--- src/rtl/line_acq_consts.vh ---
// constants for the line scan acquisition control block
// assumes one clock domain and a plain register port
`ifndef LINE_ACQ_CONSTS_VH
`define LINE_ACQ_CONSTS_VH
`define ADDR_CTRL 4'h0
`define ADDR_CMD 4'h1
`define ADDR_XOFF 4'h2
`define ADDR_WIDTH 4'h3
`define ADDR_HEIGHT 4'h4
`define ADDR_HMAX 4'h5
`define ADDR_STATUS 4'h6
`define ADDR_FRAMES 4'h7
`define ADDR_XLIM 4'h8
`define CTRL_MODE_BIT 0
`define CMD_ARM_BIT 0
`define CMD_HALT_BIT 1
`define MODE_ONESHOT 1'b0
`define MODE_CONT 1'b1
`define HEIGHT_ABS_MAX 12'hfff
`define HEIGHT_MIN_CEIL 12'h200
`define RST_XOFF 16'h0000
`define RST_WIDTH 16'h0800
`define RST_HEIGHT 12'h064
`define SETUP_TIME_NS 1000
`define CLK_PERIOD_NS 25
`define SETUP_CYCLES ((`SETUP_TIME_NS + `CLK_PERIOD_NS - 1) / `CLK_PERIOD_NS)
`endif

--- src/rtl/line_acq_ctrl.v ---
// acquisition control for a line scan camera: geometry, arm/halt, framing
// assumes line data arrives framed by line_start/line_end pulses, one clock
// Summary of operation
// - lines per frame never above 4095
// - clamp lines per frame to feasible ceiling
// - ceiling at least 512, readable by software
// - one-shot: geometry waits for frame end or halt
// - continuous: geometry waits for halt
// - halt while idle disarms at once
// - halt mid-line lets line finish
// - halt mid-frame sends partial frame, disarms
// - capture policy is one-shot or continuous
// - one-shot captures one frame, then halts itself
// - continuous stays armed until halt
// - continuous captures a frame per trigger
// - one-shot runs setup before each frame
// - frame complete when line count reached
// - two frame descriptor slots, fill while sending
// - line uses pixels from offset for width
`timescale 1ns/1ps
`include "line_acq_consts.vh"
module line_acq_ctrl #(
    parameter SENSOR_PIXELS = 16'd2048,
    parameter HEIGHT_CEIL = 12'hfff
) (
    input wire clk_sys,
    input wire sys_rst,
    input wire [3:0] reg_addr,
    input wire [15:0] reg_wdata,
    input wire reg_wr,
    input wire reg_rd,
    output reg [15:0] reg_rdata,
    input wire [15:0] link_ceiling,
    input wire frame_trig,
    input wire line_start,
    input wire line_end,
    input wire [15:0] pix_index,
    input wire pix_valid,
    output wire pix_take,
    output reg [15:0] pix_first,
    output reg [15:0] pix_count,
    output reg capturing,
    output reg armed,
    output wire fb_valid,
    input wire fb_ready,
    output wire [12:0] fb_lines,
    output wire fb_partial
);
    localparam ST_IDLE = 2'd0;
    localparam ST_SETUP = 2'd1;
    localparam ST_WAIT = 2'd2;
    localparam ST_LINES = 2'd3;

    reg mode_r;
    reg [15:0] xoff_sh_r, width_sh_r;
    reg [11:0] height_sh_r, height_r;
    reg pend_r;
    reg [1:0] st_r;
    reg in_line_r, halt_pend_r;
    reg [11:0] lines_r;
    reg [7:0] setup_r;
    reg [15:0] frames_r;
    // two-entry frame descriptor buffer
    reg [12:0] q_data_r [0:1];
    reg q_part_r [0:1];
    reg q_wp_r, q_rp_r;
    reg [1:0] q_cnt_r;
    reg push;
    reg push_part;
    wire q_full = (q_cnt_r == 2'd2);
    wire pop = fb_valid & fb_ready;

    // feasible ceiling: link's limit capped at HEIGHT_CEIL and the absolute max, raised to at least HEIGHT_MIN_CEIL
    wire [11:0] link_lim = (link_ceiling > {4'h0, HEIGHT_CEIL}) ?
        HEIGHT_CEIL : link_ceiling[11:0];
    wire [11:0] ceil_raw = (link_lim < `HEIGHT_MIN_CEIL) ?
        `HEIGHT_MIN_CEIL : link_lim;
    wire [11:0] ceil_eff = (ceil_raw > `HEIGHT_ABS_MAX) ?
        `HEIGHT_ABS_MAX : ceil_raw;
    wire [11:0] hreq = (reg_wdata[15:12] != 4'h0) ?
        `HEIGHT_ABS_MAX : reg_wdata[11:0];

    wire wr_cmd = reg_wr & (reg_addr == `ADDR_CMD);
    wire arm_cmd = wr_cmd & reg_wdata[`CMD_ARM_BIT];
    wire halt_cmd = wr_cmd & reg_wdata[`CMD_HALT_BIT];
    wire in_frame = (st_r == ST_LINES) & (lines_r != 12'h000);
    wire frame_done = line_end & in_line_r & (st_r == ST_LINES) &
        (lines_r + 12'h001 >= height_r);

    assign fb_valid = (q_cnt_r != 2'd0);
    assign fb_lines = q_data_r[q_rp_r];
    assign fb_partial = q_part_r[q_rp_r];
    // pixels inside the window only, while capturing and inside a line
    assign pix_take = pix_valid & capturing & in_line_r &
        (pix_index >= pix_first) &
        (pix_index - pix_first < pix_count);

    always @(posedge clk_sys) begin
        if (sys_rst) begin
            reg_rdata <= 16'h0000;
        end else if (reg_rd) begin
            case (reg_addr)
                `ADDR_CTRL: reg_rdata <= {15'h0000, mode_r};
                `ADDR_XOFF: reg_rdata <= xoff_sh_r;
                `ADDR_WIDTH: reg_rdata <= width_sh_r;
                `ADDR_HEIGHT: reg_rdata <= {4'h0, height_sh_r};
                `ADDR_HMAX: reg_rdata <= {4'h0, ceil_eff};
                `ADDR_STATUS: reg_rdata <= {11'h000, pend_r, q_cnt_r,
                    capturing, armed};
                `ADDR_FRAMES: reg_rdata <= frames_r;
                `ADDR_XLIM: reg_rdata <= SENSOR_PIXELS;
                default: reg_rdata <= 16'h0000;
            endcase
        end else begin
            reg_rdata <= 16'h0000;
        end
    end

    // shadow geometry and deferred copy
    always @(posedge clk_sys) begin
        if (sys_rst) begin
            mode_r <= `MODE_ONESHOT;
            xoff_sh_r <= `RST_XOFF;
            width_sh_r <= `RST_WIDTH;
            height_sh_r <= `RST_HEIGHT;
            height_r <= `RST_HEIGHT;
            pix_first <= `RST_XOFF;
            pix_count <= `RST_WIDTH;
            pend_r <= 1'b0;
        end else begin
            if (reg_wr && reg_addr == `ADDR_CTRL && !armed)
                mode_r <= reg_wdata[`CTRL_MODE_BIT];
            if (reg_wr && reg_addr == `ADDR_XOFF)
                xoff_sh_r <= reg_wdata;
            if (reg_wr && reg_addr == `ADDR_WIDTH)
                width_sh_r <= reg_wdata;
            if (reg_wr && reg_addr == `ADDR_HEIGHT)
                height_sh_r <= (hreq > ceil_eff) ? ceil_eff : hreq;
            else if (height_sh_r > ceil_eff)
                height_sh_r <= ceil_eff;
            if (reg_wr && (reg_addr == `ADDR_XOFF ||
                reg_addr == `ADDR_WIDTH || reg_addr == `ADDR_HEIGHT))
                pend_r <= 1'b1;
            else if (!armed) begin
                // copy only while not acquiring: frame end or halt
                // ends arming in one-shot, halt only in continuous
                pix_first <= xoff_sh_r;
                pix_count <= width_sh_r;
                height_r <= (height_sh_r == 12'h000) ? 12'h001 :
                    height_sh_r;
                pend_r <= 1'b0;
            end
        end
    end

    always @* begin
        push = 1'b0;
        push_part = 1'b0;
        if (frame_done) begin
            push = 1'b1;
        end else if (halt_pend_r && st_r == ST_LINES && !in_line_r &&
            lines_r != 12'h000) begin
            push = 1'b1;
            push_part = 1'b1;
        end else if (halt_pend_r && st_r == ST_LINES && line_end &&
            in_line_r) begin
            push = 1'b1;
            push_part = 1'b1;
        end
    end

    // arm/halt sequencer and line counting
    always @(posedge clk_sys) begin
        if (sys_rst) begin
            st_r <= ST_IDLE;
            armed <= 1'b0;
            capturing <= 1'b0;
            in_line_r <= 1'b0;
            halt_pend_r <= 1'b0;
            lines_r <= 12'h000;
            setup_r <= 8'h00;
            frames_r <= 16'h0000;
        end else begin
            if (push)
                frames_r <= frames_r + 16'h0001;
            case (st_r)
                ST_IDLE: begin
                    if (arm_cmd && !halt_cmd) begin
                        armed <= 1'b1;
                        setup_r <= 8'h00;
                        st_r <= (mode_r == `MODE_ONESHOT) ? ST_SETUP :
                            ST_WAIT;
                    end
                end
                ST_SETUP: begin
                    // one-shot pays a setup pass per frame
                    if (halt_cmd) begin
                        armed <= 1'b0;
                        st_r <= ST_IDLE;
                    end else if (setup_r == `SETUP_CYCLES - 1) begin
                        st_r <= ST_WAIT;
                    end else begin
                        setup_r <= setup_r + 8'h01;
                    end
                end
                ST_WAIT: begin
                    if (halt_cmd) begin
                        armed <= 1'b0;
                        st_r <= ST_IDLE;
                    end else if (frame_trig && !q_full) begin
                        lines_r <= 12'h000;
                        capturing <= 1'b1;
                        st_r <= ST_LINES;
                    end
                end
                ST_LINES: begin
                    if (halt_cmd)
                        halt_pend_r <= 1'b1;
                    if (line_start && !in_line_r && !halt_pend_r &&
                        !halt_cmd)
                        in_line_r <= 1'b1;
                    if (line_end && in_line_r) begin
                        in_line_r <= 1'b0;
                        lines_r <= lines_r + 12'h001;
                    end
                    if (push || (halt_pend_r && !in_line_r)) begin
                        capturing <= 1'b0;
                        in_line_r <= 1'b0;
                        halt_pend_r <= 1'b0;
                        lines_r <= 12'h000;
                        // a halt landing on the closing edge must not
                        // be lost, or continuous mode stays armed
                        if (push_part || halt_pend_r || halt_cmd ||
                            mode_r == `MODE_ONESHOT) begin
                            armed <= 1'b0;
                            st_r <= ST_IDLE;
                        end else begin
                            st_r <= ST_WAIT;
                        end
                    end
                end
                default: st_r <= ST_IDLE;
            endcase
        end
    end

    // frame descriptor buffer toward transmit path
    always @(posedge clk_sys) begin
        if (sys_rst) begin
            q_wp_r <= 1'b0;
            q_rp_r <= 1'b0;
            q_cnt_r <= 2'd0;
            q_data_r[0] <= 13'h0000;
            q_data_r[1] <= 13'h0000;
            q_part_r[0] <= 1'b0;
            q_part_r[1] <= 1'b0;
        end else begin
            // a slot is reserved at frame start, so push never overflows
            if (push) begin
                q_data_r[q_wp_r] <= {1'b0, lines_r} +
                    {12'h000, line_end & in_line_r};
                q_part_r[q_wp_r] <= push_part;
                q_wp_r <= ~q_wp_r;
            end
            if (pop)
                q_rp_r <= ~q_rp_r;
            if (push && !pop)
                q_cnt_r <= q_cnt_r + 2'd1;
            else if (pop && !push)
                q_cnt_r <= q_cnt_r - 2'd1;
        end
    end
endmodule

--- config.mk ---
export PLATFORM = sky130hd
export DESIGN_NAME = line_acq_ctrl
export DESIGN_NICKNAME = d
export VERILOG_FILES = /design/src/rtl/line_acq_ctrl.v
export VERILOG_INCLUDE_DIRS = /design/src /design/src/rtl
export SDC_FILE = /design/constraint.sdc
export NUM_CORES = 1
export LEC_CHECK = 0
export BUFFER_PORTS_ARGS = -buffer_cell sky130_fd_sc_hd__buf_2
export CAP_MARGIN = 20
export CORE_ASPECT_RATIO = 1.2
export CORE_MARGIN = 4
export CORE_UTILIZATION = 59
export DETAILED_ROUTE_END_ITERATION = 10
export PLACE_DENSITY = 0.89
export SETUP_SLACK_MARGIN = 0.2
export SYNTH_ARGS = -nofsm -noshare
export SYNTH_HDL_FRONTEND = slang
export SYNTH_SLANG_ARGS = --single-unit
--- constraint.sdc ---
create_clock -name clk_sys -period 5.9 [get_ports clk_sys]
set_clock_uncertainty 0.05 [all_clocks]
set_input_delay 0.295 -clock clk_sys [delete_from_list [all_inputs] [get_ports clk_sys]]
set_output_delay 0.295 -clock clk_sys [all_outputs]
set_load 0.01 [all_outputs]
# After elaboration in Yosys (flattened, before gate mapping)
# Memories as Yosys holds them, arrays and structs flattened. A register that Yosys moved wholly into a read port is not among the register bits.
# Cells that the tools add are included.
[totals]
out_inout_bits = 66
mem_count = 2
regBits = 152
latchBits = 0
rom_bits = 0
ramBits = 28
inputBits = 61
word_cells = 200
[mem_list]
columns = ["name", "words", "word_bits", "rd", "rd_ports_with_merged_regs", "write_ports", "line_no", "rtl"]
rows = [
  ["q_data_r", 2, 13, 1, 1, 2, "line_acq_ctrl.v:64", "reg [12:0] q_data_r [0:1];"],
  ["q_part_r", 2, 1, 1, 1, 2, "line_acq_ctrl.v:65", "reg q_part_r [0:1];"],
]
[op_classes]
addsub = 7
reduce_logical = 57
n_bitwise = 17
mul = 0
n_eq_ne = 25
muxes = 64
magnitude_cmp = 8
n_div = 0
n_shift = 0
[ops]
columns = ["operator", "n"]
rows = [
  ["two-way mux 12 bit", 12],
  ["case mux 16 bit (8 select lines)", 1],
  ["two-way mux 1 bit", 32],
  ["greater-than comparator 12 bit", 2],
  ["two-way mux 8 bit", 3],
  ["case mux 12 bit (2 select lines)", 1],
  ["logical AND 1 bit", 20],
  ["two-way mux 2 bit", 10],
  ["AND reduction 4 bit", 5],
  ["adder 16 x 1 -> 16 bit, second input constant", 1],
  ["equality test 4 x 3 -> 1 bit, second input constant", 4],
  [">= comparator 16 bit", 1],
  ["greater-than comparator 16 x 12 -> 1 bit, second input constant", 1],
  ["< comparator 16 bit", 1],
  ["case mux 8 bit (2 select lines)", 1],
  ["subtractor 16 bit", 1],
  ["adder 12 x 1 -> 13 bit", 1],
  ["two-way mux 13 bit", 1],
  ["OR reduction 13 bit", 1],
  ["adder 12 x 1 -> 12 bit, second input constant", 1],
  [">= comparator 12 bit", 1],
  ["greater-than comparator 12 bit, second input constant", 1],
  ["zero test 12 bit", 1],
  ["< comparator 12 x 10 -> 1 bit, second input constant", 1],
  ["other kinds (29)", 74],
]

# Longest topological paths before layout
# Gate-level depths: netlist of run 1.
[logic_depth]
depth_word = 13
depth_mapped = 16
depth_no_buf = 16

# Least setup slack after synthesis of run 1
# No wires, ideal clock.
[synth_timing]
kind = "register -> register"
start = "register lines_r[5]"
end = "memory q_data_r[0][0] (enable)"
stages_incl_launch_ff = 15
period_less_slack_ns = 4.276
setup_time_ns = 0.404
path_buffers = 3
required_ns = 5.446
slack_ns = 1.624
arrival_time_ns = 3.821
path_cell_list = "dfxtp_1 -> clkbuf_1 -> and3_1 -> and3_1 -> nand2_1 -> o21a_1 -> or2_2 -> ha_1 -> nand4_1 -> nor3_1 -> inv_1 -> o211a_1 -> buf_2 -> buf_2 -> o21ai_0"
[synth_lines]
columns = ["element", "line_no", "rtl"]
rows = [
  ["start, declared", "line_acq_ctrl.v:60", "reg [11:0] lines_r;"],
  ["start signal, assigned", "line_acq_ctrl.v:224", "lines_r <= lines_r + 12'h001;"],
  ["end, declared", "line_acq_ctrl.v:64", ""],
]

==> results of run 1 <==
## worst max-delay path, stage by stage, from the launching register on
cell and delay (ps):
dfxtp_1 500, and3_1 400, nand3_1 240, o21a_1 250, or2_2 300, ha_1 290
nand4_1 130, nor3_1 270, inv_1 70, o211a_1 230, inv_2 180, nand3_1 420
nand2_1 660
## kinds of logic after synthesis
kind of cell | count (synthesis) | synth area share (%)
AO/OA/AOI/OAI | 316 | 19.1
XOR/XNOR | 41 | 3.39
adder cells (fa/ha/maj) | 79 | 9.39
buffers and inverters | 145 | 5.50
flip-flops | 181 | 36.8
multiplexers | 36 | 3.63
AND/OR/NAND/NOR | 499 | 22.1
## sequential cells by signal, summed over array words and instances, names as in the netlist, 2 cells and up, named ones only
name and count:
frames_r 16, height_r 12, height_sh_r 12, lines_r 12, pix_count 16, pix_first 16
q_cnt_r 2, q_data_r 26, q_part_r 2, reg_rdata 16, setup_r 8, st_r 2
width_sh_r 16, xoff_sh_r 16
## metal layers
layer | up-vias | track usage (%) | routed length (um)
li1 | 4772 | - | -
met1 | 4752 | 37.6 | 11800
met2 | 521 | 48.7 | 14500
met3 | 110 | 7.07 | 2870
met4 | 0 | 12.6 | 1170
met5 | - | 0 | 0
## cell type report
cell class | count | area share (%)
multi-input cells | 971 | 51.5
flip-flops and latches | 181 | 32.7
repair buffers | 137 | 6.00
clock buffers | 17 | 3.57
inverters | 78 | 2.45
well taps | 220 | 2.31
clock inverters | 15 | 1.49
## per-stage QoR
| step | setup WS [ps] | cell area [um^2] | cells | hold slack (ps) | util [%] |
|---|---|---|---|---|---|
| after floorplan | 1620 | 10600 | 1297 | 381 | - |
| after global placement | 1760 | 11300 | 1586 | 394 | 64.4 |
| after detailed placement | 1630 | 11300 | 1586 | 398 | 64.4 |
| after CTS | 1600 | 11900 | 1618 | 79.9 | 67.8 |
| after global routing | 1180 | 11900 | 1619 | 101 | 67.9 |
| final | 1540 | 11900 | 1619 | 90.1 | 67.9 |
## report_power, final
group	total (mW)	switching [mW]	leakage [nW]	internal (mW)
sequential	1.30	0.0237	1.51	1.28
combinational	0.395	0.262	2.92	0.133
clock	1.16	0.533	0.304	0.627
total	2.86	0.819	4.74	2.04
## cell usage in the layout, fill, tap and decap left out, types with 20 or more instances in the layout
cell type / n
a21oi_1: 148
xnor2_1: 26
nand2_1: 227
ha_1: 78
inv_1: 77
a21o_1: 29
o21ai_0: 31
dfxtp_1: 153
buf_2: 125
mux2_2: 20
edfxtp_1: 28
nor3_1: 24
nor2_1: 82
nand3_1: 38
## worst paths after layout
check / from / slack, ps / to / cells after the start
max reg2reg: lines_r[2] / 1540 / q_data_r[1][0] / 12
min: reg_wdata[13] / 90 / xoff_sh_r[13] / 3
max: lines_r[2] / 1540 / q_data_r[1][0] / 12
min reg2reg: height_r[4] / 410 / height_r[4] / 2
==> impl.org, run 1 <==
** Timing
- The worst path needs 4370 ps of the cycle, external delays included.
- Setup total negative slack on the finished layout was measured at 0 ps.
- Number of max-slew violations in the final report :: 0
- Final setup vio count :: 0
- Final critical-path share of the clock period :: 74.0%
- The number of failing hold endpoints at the final stage was 0.
- Setup repair after global routing left no endpoint under its margin.
- Worst relative slew slack :: 33.2%
- Maximum clock frequency :: 229 MHz
- For the pin with the worst max-slew slack, the measured transition is 999 ps.

** Die
- Initial cell density of the core :: 60.4%
- After floorplanning, the core was divided into 53 placement rows.
- Die Wd :: 130 um
- The die is 155 um tall.
- Top Ports :: 127
- Core ar. :: 0.0176 mm^2
- The die covers 0.0202 mm^2.

** Critical path
- By startpoint and endpoint, the worst setup path is classified as flip-flop to flip-flop.
- The worst setup path is captured at a flip-flop.
- In this run the worst path has a maximum fanout of 14.
- Crit path launch type :: flip-flop
- Arrival @ worst endpoint :: 4390 ps
- For the worst setup path, the data required time is 5920 ps.

** Logic synthesis
- The synthesized design contains 28 enable-type register cells.
- Number of flip-flops and latches in the synthesized netlist :: 181
- Counting every instance in the synthesized netlist gives 1297.
- Netlist Area Pre-Place :: 0.0106 mm^2
- Yosys instantiated no cell more often than nand2_1.
- dfxtp_1 takes more of the synthesized area than any other cell.
- For this run, the register share of the synthesized area comes to 36.8%.
- Fraction of post-synthesis cell area in the top cell type by area :: 28.9%
- After synthesis, the mean cell area works out to 8.18 um^2.
- During synthesis, Yosys emitted a total of 0 warnings.
- Total nets after synthesis :: 1437
- Count of distinct cell types in the synthesized netlist :: 77
- List of most frequent post-synthesis cells :: nand2_1, dfxtp_1, a21oi_1
- In the synthesized netlist the dominant register cell turns out to be dfxtp_1.
- By area the synthesized netlist is led by dfxtp_1, ha_1, nand2_1.
- Async S/R FF share, synth :: 0%

** Global route
- The total overflow left after global routing is 0.
- The first global-routing pass estimated 48500 um of wire.
- In the global route stage, overall resource usage came out at 29.8%.
- Entering global routing, the biggest net connects 87 pins.
- The via count of the first global-routing pass is 9612.
- Initial antenna violation count :: 0

** Finish
- Cells with a size suffix above 1 make up 15.7% of the layout.
- The filler cells instantiated in the layout total 1376.
- Relative to the synthesized area, the layout overhead comes to 12.5%.
- Net count of the finished layout :: 1526
- Summing all flip-flop and latch instances after layout gives 0.00390 mm^2.
- The repair_antennas step left the layout with diodes totalling 0.
- In the final layout, the multi-input gates occupy 0.00614 mm^2.

** Clock network
- Number of buffers added for setup after CTS :: 0
- Number of buffers inserted by hold repair at cts :: 0
- CTS H-tree depth :: 4
- Clock-pin slew of the registers on the worst-case setup and hold paths :: 70 ps
- The root buffer cell chosen for the clock tree is clkbuf_16.
- Later-pin clock latency in the skew report :: 440 ps
- Clock sinks :: 181
- TritonCTS clock tree :: built
- Counting the buffers created by CTS gives 17.
- Once the clock tree was built, the resizer swapped 0 gates to a different size.
- The clock passes through at most 2 buffers.

** Detailed routing
- Drt drc :: 0
- After detailed routing, the total wire length is 30400 um.
- The routed layout has 10155 vias.
- Remaining antenna violation count :: 0
- Number of optimization iterations in the first detailed-route pass :: 8
- In this run, the number of DRC markers left after iteration 0 of detailed routing was 1263.
- Dividing the detail-routed wire length by the instance count gives 18.8 um.
- Vias/cell :: 6.27

** Run status
- The flow ran to the end, and the final reports show no timing, DRC or antenna violations.

** Min path
- Hold crit path type :: input port to flip-flop

** Power
- P_leak :: 4.74 nW
- Power comes to 2.86 mW.
- Power per standard cell area :: 239 mW/mm^2
- Worst vdd ir :: 0.223 mV

** Place
- Count of buffers from port buffering :: 126
- The HPWL after detailed placement is 22000 um.
- Weighted congestion reported at the end of routability-driven placement :: 0.946

** Job
- Maxcap violations :: 0
Note: power is estimated with default switching activity, not from simulation.
==> inputs of run 2 (changes only) <==
Settings changed: ABC_AREA from default to 1.
Clock period 5.9 ns to 4.5 ns, I/O delays scaled along.
==> run 2 against run 1 <==
Register-to-register slack got worse by 780 ps. Maximum frequency rose by 17%. Combinational power rose to 3.3 times the previous value. Largest cell class unchanged. Count of clock-buffer cells in the layout is 2 higher. Highest routed layer unchanged.
==> impl.org, run 2 <==
** Run status
- The flow ran to the end, and the final reports show no timing, DRC or antenna violations.

** Die
- 127 I/O pins were placed.
- The floorplan step defined a die boundary enclosing 0.0199 mm^2.
- Die extent in y :: 154 um
- Die Wd :: 129 um
- Once the floorplan was initialized, standard cells occupied 59.9% of the core.
- The floorplan step defined a core boundary enclosing 0.0174 mm^2.
- Core Rows :: 53

** Logic synthesis
- Top cells by area in the synthesized netlist :: dfxtp_1, ha_1, nand2_1
- Most common cell in the synthesized netlist :: nand2_1
- The synthesized netlist occupies a cell area of 0.0104 mm^2.
- The synthesized design contains 28 enable-type register cells.
- For this run, the number of Yosys warnings is 0.
- After synthesis, the share of flip-flops with an asynchronous set or reset is 0%.
- Commonest register cell after synthesis :: dfxtp_1
- A synthesized cell averages 7.46 um^2.
- Area leader, netlist :: dfxtp_1
- In this run the biggest area consumer among cell types represents 29.3% of the synthesized area.
- List of most frequent post-synthesis cells :: nand2_1, inv_1, dfxtp_1
- Total nets after synthesis :: 1541
- Synthesis produced 1401 cells.
- Number of flip-flops and latches in the synthesized netlist :: 181
- Summing the sequential cell areas from Yosys gives 37.4% of the chip area.
- Count of distinct cell types in the synthesized netlist :: 51

** Clock network
- TritonCTS clock tree :: built
- Buffers inserted to repair hold after CTS numbered 1.
- The H-tree was split into 4 levels.
- Number of buffers added for setup after CTS :: 0
- CTS Root Buffer Type :: clkbuf_16
- Later-pin clock latency in the skew report :: 430 ps
- Post-CTS repair changed the size of 0 cells.
- The clock net in this run drives a total of 181 sinks.
- Maximum number of buffers from clock root to sink :: 2
- Clock-pin slew of the registers on the worst-case setup and hold paths :: 70 ps
- Buffers inserted during clock tree synthesis total 17.

** Detailed routing
- Remaining antenna violation count :: 0
- Detailed-route via count :: 10049
- Total Wirelength :: 29100 um
- Number of optimization iterations in the first detailed-route pass :: 6
- Average wire length per cell after detail routing :: 16.7 um
- After the first detailed-routing iteration, the DRC count stood at 878.
- Vias/cell :: 5.78
- Drt drc :: 0

** Place
- Estimated wirelength of the detail-placed design :: 21700 um
- The congestion estimate from routability-driven global placement came to 0.967.
- Input and output buffers added on the ports amount to 126.

** Power
- The analysis attributes to cell leakage a power of 5.24 nW.
- Power per standard cell area :: 403 mW/mm^2
- Across the VDD grid, the largest voltage drop is 0.258 mV.

** Critical path
- Arrival @ worst endpoint :: 3760 ps
- Among the stages of the critical path, the cell type that occurs most often is nand2_1.
- The endpoint identified for the worst register-to-register timing path is q_data_r[0][3].
- STA classifies the critical path endpoint as a flip-flop.
- Path type of the worst setup path :: flip-flop to flip-flop
- Setup slack on the worst reg-to-reg path comes out at 750 ps.
- Cells traversed along the worst timing path :: nand2_1, nor3_1, nand3_1, xor2_1, ha_1, nand2_1, nor2_1, nand2_1, nor2_1, nand2_1, nand2_1, nand2_2, nand2_4, nand3_2, nand2_1
- The worst register-to-register path has a depth of 15.
- Crit path launch type :: flip-flop
- Buffer and inverter count on the worst path :: 0
- Data on the critical path is required at its endpoint by 4520 ps.
- The slowest stage of the critical path is the nand2_1 cell.
- Max stage delay on crit path :: 570 ps
- Cell type group with the largest total delay on the critical path :: simple AND/OR/NAND/NOR gates
- In this run the worst path has a maximum fanout of 24.
- Launch point of the worst reg-to-reg path :: lines_r[4]

** Global route
- Summed over all layers, the global routing overflow is 0.
- Entering global routing, the biggest net connects 57 pins.
- Via count of the first global-routing pass :: 9509
- Global-route wire length before repair :: 46500 um
- Initial antenna violation count :: 0
- Global routing consumed, over all layers together, 29.0% of the routing resources.

** Finish
- Number of flip-flops under the largest register name :: 26
- Sequential cell area in the final layout :: 0.00390 mm^2
- In the layout the commonest cells are nand2_1, inv_1, dfxtp_1.
- The library cell used most frequently in the layout, excluding fill and tap cells, is nand2_1.
- Top reg by flops :: q_data_r
- Area of combinational cells with multiple inputs :: 0.00557 mm^2
- Proportion of layout cells with a drive suffix above 1 :: 14.7%
- The repair_antennas step left the layout with diodes totalling 0.
- At the end of the flow the core is filled with cells to 67.8%.
- Compared with the post-synthesis result, the final layout area differs by 13.1%.
- The net count of the finished layout is 1645.
- Counting the fill cells in the layout gives 1412.

** Timing
- Measured against its own limit, the worst slew margin works out to 38.5%.
- The worst path in the final design needs a cycle of 3750 ps, including I/O delays and setup.
- Number of max-slew violations in the final report :: 0
- Adding up every negative setup slack in the final design gives 0 ps.
- Final-report hold violation count :: 0
- Setup violations remaining at the end of the flow were counted as 0.
- Final critical-path share of the clock period :: 83.3%
- Maximum clock frequency :: 267 MHz
- Measured slew at the worst slew-check pin :: 922 ps
- Setup repair after global routing missed its margin :: no

** Min path
- Worst hold path depth :: 3
- The worst hold path terminates at width_sh_r[11].
- Hold crit path type :: input port to flip-flop
- Startpoint of the lowest-slack hold path :: reg_wdata[11]

** Job
- Maxcap violations :: 0
run 2: how the worst max path moves through the flow:
| stage | start | end | slack [ps] | cells after the start |
|---|---|---|---|---|
| floorplan | lines_r[1] | q_cnt_r[1] | 1530 | 20 |
| global placement | lines_r[4] | q_data_r[0][5] | 880 | 15 |
| detailed placement | lines_r[4] | q_data_r[0][5] | 780 | 15 |
| CTS | lines_r[4] | q_data_r[0][5] | 770 | 15 |
| global route | lines_r[4] | q_data_r[1][5] | 260 | 15 |
| finish | lines_r[4] | q_data_r[0][3] | 750 | 15 |
run 2: kinds of logic after synthesis:
group	count (synthesis)	share of synthesized area [%]
buffers and inverters	247	9.27
AOI/OAI and AO/OA	310	16.4
DFF	181	37.4
xor gates and xnor gates	44	3.69
adders and majority gates	79	9.53
muxes	14	1.51
and+or+nand+nor	526	22.2
run 2: layout make-up:
class	instances	area share (%)
Sequential cell	181	33.0
Multi-Input combinational cell	973	47.2
Clock buffer	19	3.83
Timing Repair Buffer	133	5.80
Inverter	199	6.32
Tap cell	220	2.33
Clock inverter	13	1.51
run 2: report_power, final:
group / leakage, nW / internal (mW) / total [mW] / switching (mW)
clock network: 0.309 / 0.957 / 1.60 / 0.640
registers: 1.52 / 1.77 / 1.87 / 0.103
logic: 3.41 / 0.463 / 1.30 / 0.837
run 2: metal layers:
layer | vias up | GRT usage [%] | share of wire [%]
met5 | - | 0 | 0
met4 | 0 | 12.4 | 4.1
met3 | 110 | 5.04 | 9.0
met2 | 519 | 47.9 | 47
met1 | 4572 | 37.1 | 40
li1 | 4848 | - | -
run 2: metrics by stage:
step	power [mW]	instances	setup WS (ps)	hold WS (ps)	cell area [um^2]
finish	4.77	1738	754	17.1	11800
detailed placement	3.17	1705	782	412	11200
CTS	4.75	1738	768	3.73	11800
global route	5.02	1738	261	31.3	11800
floorplan	2.80	1401	1530	301	10400
global placement	3.12	1704	883	405	11200
run 2: worst min-delay path: cells and delay by family:
family,cells,cell delay [ps]
buffers and inverters,1,110
AND/OR/NAND/NOR,2,130
==> inputs of run 3 (changes only) <==
Settings changed: CORE_UTILIZATION 59 to 53, PLACE_DENSITY 0.89 to 0.85.
Clock period 4.5 ns to 3.4 ns, I/O delays scaled along.
==> run 3 against run 2 <==
Flip-flop and latch count stayed put. Register-to-register slack worse by 410 ps. Largest cell class unchanged. Cell count is 4.5% higher.
==> impl.org, run 3 (same netlist as run 2, synthesis figures left out) <==
** Global route
- Largest net degree at the start of global routing :: 92
- The total overflow left after global routing is 0.
- Via count of the first global-routing pass :: 9604
- Across every metal layer, demand over resource in global routing totals 27.1%.
- Initial antenna violation count :: 0
- The first global-routing pass estimated 48100 um of wire.

** Timing
- Setup repair after global routing missed its margin :: yes
- Across all setup checks in the final design, the least slack found is 158 ps.
- Adding up every negative setup slack in the final design gives 0 ps.
- Final-layout worst hold slack :: 46.8 ps
- Setup violations remaining at the end of the flow were counted as 0.
- The final number of max-transition violations was 0.
- Minimum clock period :: 3240 ps
- At the pin with the least slew margin, the transition time is 810 ps.
- For this run, the top clock speed supported by timing is 308 MHz.
- Worst relative slew slack :: 46.0%
- Final critical-path share of the clock period :: 95.4%
- The number of failing hold endpoints at the final stage was 0.

** Die
- Die area :: 0.0220 mm^2
- Core Rows :: 56
- Top Ports :: 127
- The region available for standard cell placement spans 0.0195 mm^2.
- For this configuration, the core starts out at a cell density of 53.6%.
- The floorplan step set the die width to 136 um.
- In this run the vertical extent of the chip is 162 um.

** Detailed routing
- Remaining antenna violation count :: 0
- Detailed-route via count :: 10171
- Total Wirelength :: 30100 um
- In this run, the number of DRC markers left after iteration 0 of detailed routing was 1117.
- Vias/cell :: 5.60
- In the routed design, unresolved DRC markers number 0.
- Dividing the detail-routed wire length by the instance count gives 16.6 um.
- Number of optimization iterations in the first detailed-route pass :: 5

** Finish
- Top reg by flops :: q_data_r
- Most common cell after layout, fill and taps aside :: nand2_1
- The library cells used most frequently in the layout, excluding fill and tap cells, are nand2_1, inv_1, dfxtp_1.
- The area growth from synthesis to layout is 19.2%.
- Post-route non-filler standard cell count :: 1816
- Once layout is done, the placed cells without fillers occupy 0.0125 mm^2.
- Ant. Diodes :: 0
- The register with the most flip-flops in the layout has 26 of them.
- Cells with a size suffix above 1 make up 19.2% of the layout.
- Final standard cell utilization of the core :: 63.9%
- Layout fillers :: 1672
- Net count of the finished layout :: 1682

** Clock network
- Clock sinks :: 181
- Maximum number of buffers from clock root to sink :: 2
- The H-tree was split into 4 levels.
- Clock-pin slew of the registers on the worst-case setup and hold paths :: 70 ps
- TritonCTS clock tree :: built
- CTS Root Buffer Type :: clkbuf_16
- Later-pin clock latency in the skew report :: 440 ps
- Cts bufs inserted :: 17

** Critical path
- The startpoint identified for the worst register-to-register timing path is lines_r[3].
- The worst setup path is captured at an output port.
- CP Max Fanout :: 3
- STA classifies the critical path startpoint as a flip-flop.
- Req. time, crit path :: 3180 ps
- Path type of the worst setup path :: flip-flop to output port
- Arrival @ worst endpoint :: 3020 ps
- Timing startpoint of the critical path :: pix_first[0]

** Place
- Count of buffers from port buffering :: 126
- Placed instance count :: 1756
- Estimated wirelength of the detail-placed design :: 22000 um
- Summing all placed instances gives a cell area of 0.0113 mm^2.
- Before CTS, the worst setup slack after placement is 224 ps.
- At the end of routability-driven placement, the weighted congestion stood at 0.980.

** Min path
- The worst hold path begins at reg_wdata[0].
- In this run the worst hold path is classified as input port to flip-flop.

** Power
- Power per standard cell area :: 512 mW/mm^2
- Design Power :: 6.38 mW
- For this design the static power due to leakage is 5.44 nW.
- Worst vdd ir :: 0.387 mV

** Run status
- The flow ran to the end, and the final reports show no timing, DRC or antenna violations.

** Job
- Maxcap violations :: 0
[run 3: cell types whose count changed in the layout (fill, tap and decap cells not counted), sizes merged]
cell / previous run / this run
buf: 132 / 154
dlygate4sd3: 1 / 16
inv: 198 / 203
bufinv: 4 / 1
clkbuf: 19 / 17
[run 3: what timing repair did]
action / 4_1_cts / 5_1_grt
setup endpoints to repair: 1 / 90
resized for setup: 37 / 34
endpoints found under the hold margin: 22 / 0
buffers inserted: 9 / 3
pin swaps: 16 / 12
hold buffers: 16 / 0
[run 3: final cells by class]
type	count	area (um^2)	share of cell area, %
multi-input cells	973	5850	46.9
clock inverters	15	170	1.37
clock buffers	17	425	3.42
flip-flops and latches	181	3920	31.5
well taps	261	327	2.62
repair buffers	170	1020	8.20
inverters	199	747	6.00
[run 3: path summary, 6_finish.rpt]
kind | endpoint | slack [ps] | cells past startpoint
worst max-delay path | pix_take | 160 | 17
worst min-delay path | xoff_sh_r[0] | 50 | 3
worst max register to register | q_cnt_r[1] | 340 | 19
worst min register to register | height_r[1] | 410 | 2
[run 3: worst max-delay path: stages (launching register included)]
cell,delay [ps]
dfxtp_4,370
ha_4,140
inv_2,40
fa_2,360
nand3_2,90
nand2_4,70
a31oi_4,190
o21ai_2,80
nand2_1,80
nand2_1,60
xor2_1,160
ha_2,320
inv_2,50
nor3_2,170
nand3_1,100
nand2_1,110
nor2_1,50
buf_2,130
[run 3: power by group]
part           total, mW  switching (mW)  internal, mW  leakage [nW]
clock network       1.98           0.939          1.04         0.284
logic               1.92            1.19         0.731          3.63
registers           2.48           0.141          2.34          1.52
[run 3: metal layers]
metal  routed length (um)  GRT usage, %  share of wire (%)  up-vias
li1                     -             -                  -     4928
met1                12600          35.3                 42     4674
met2                14100          44.7                 47      479
met3                 2220          4.24                7.4       90
met4                 1270          11.5                4.2        0
met5                    0             0                  0        -
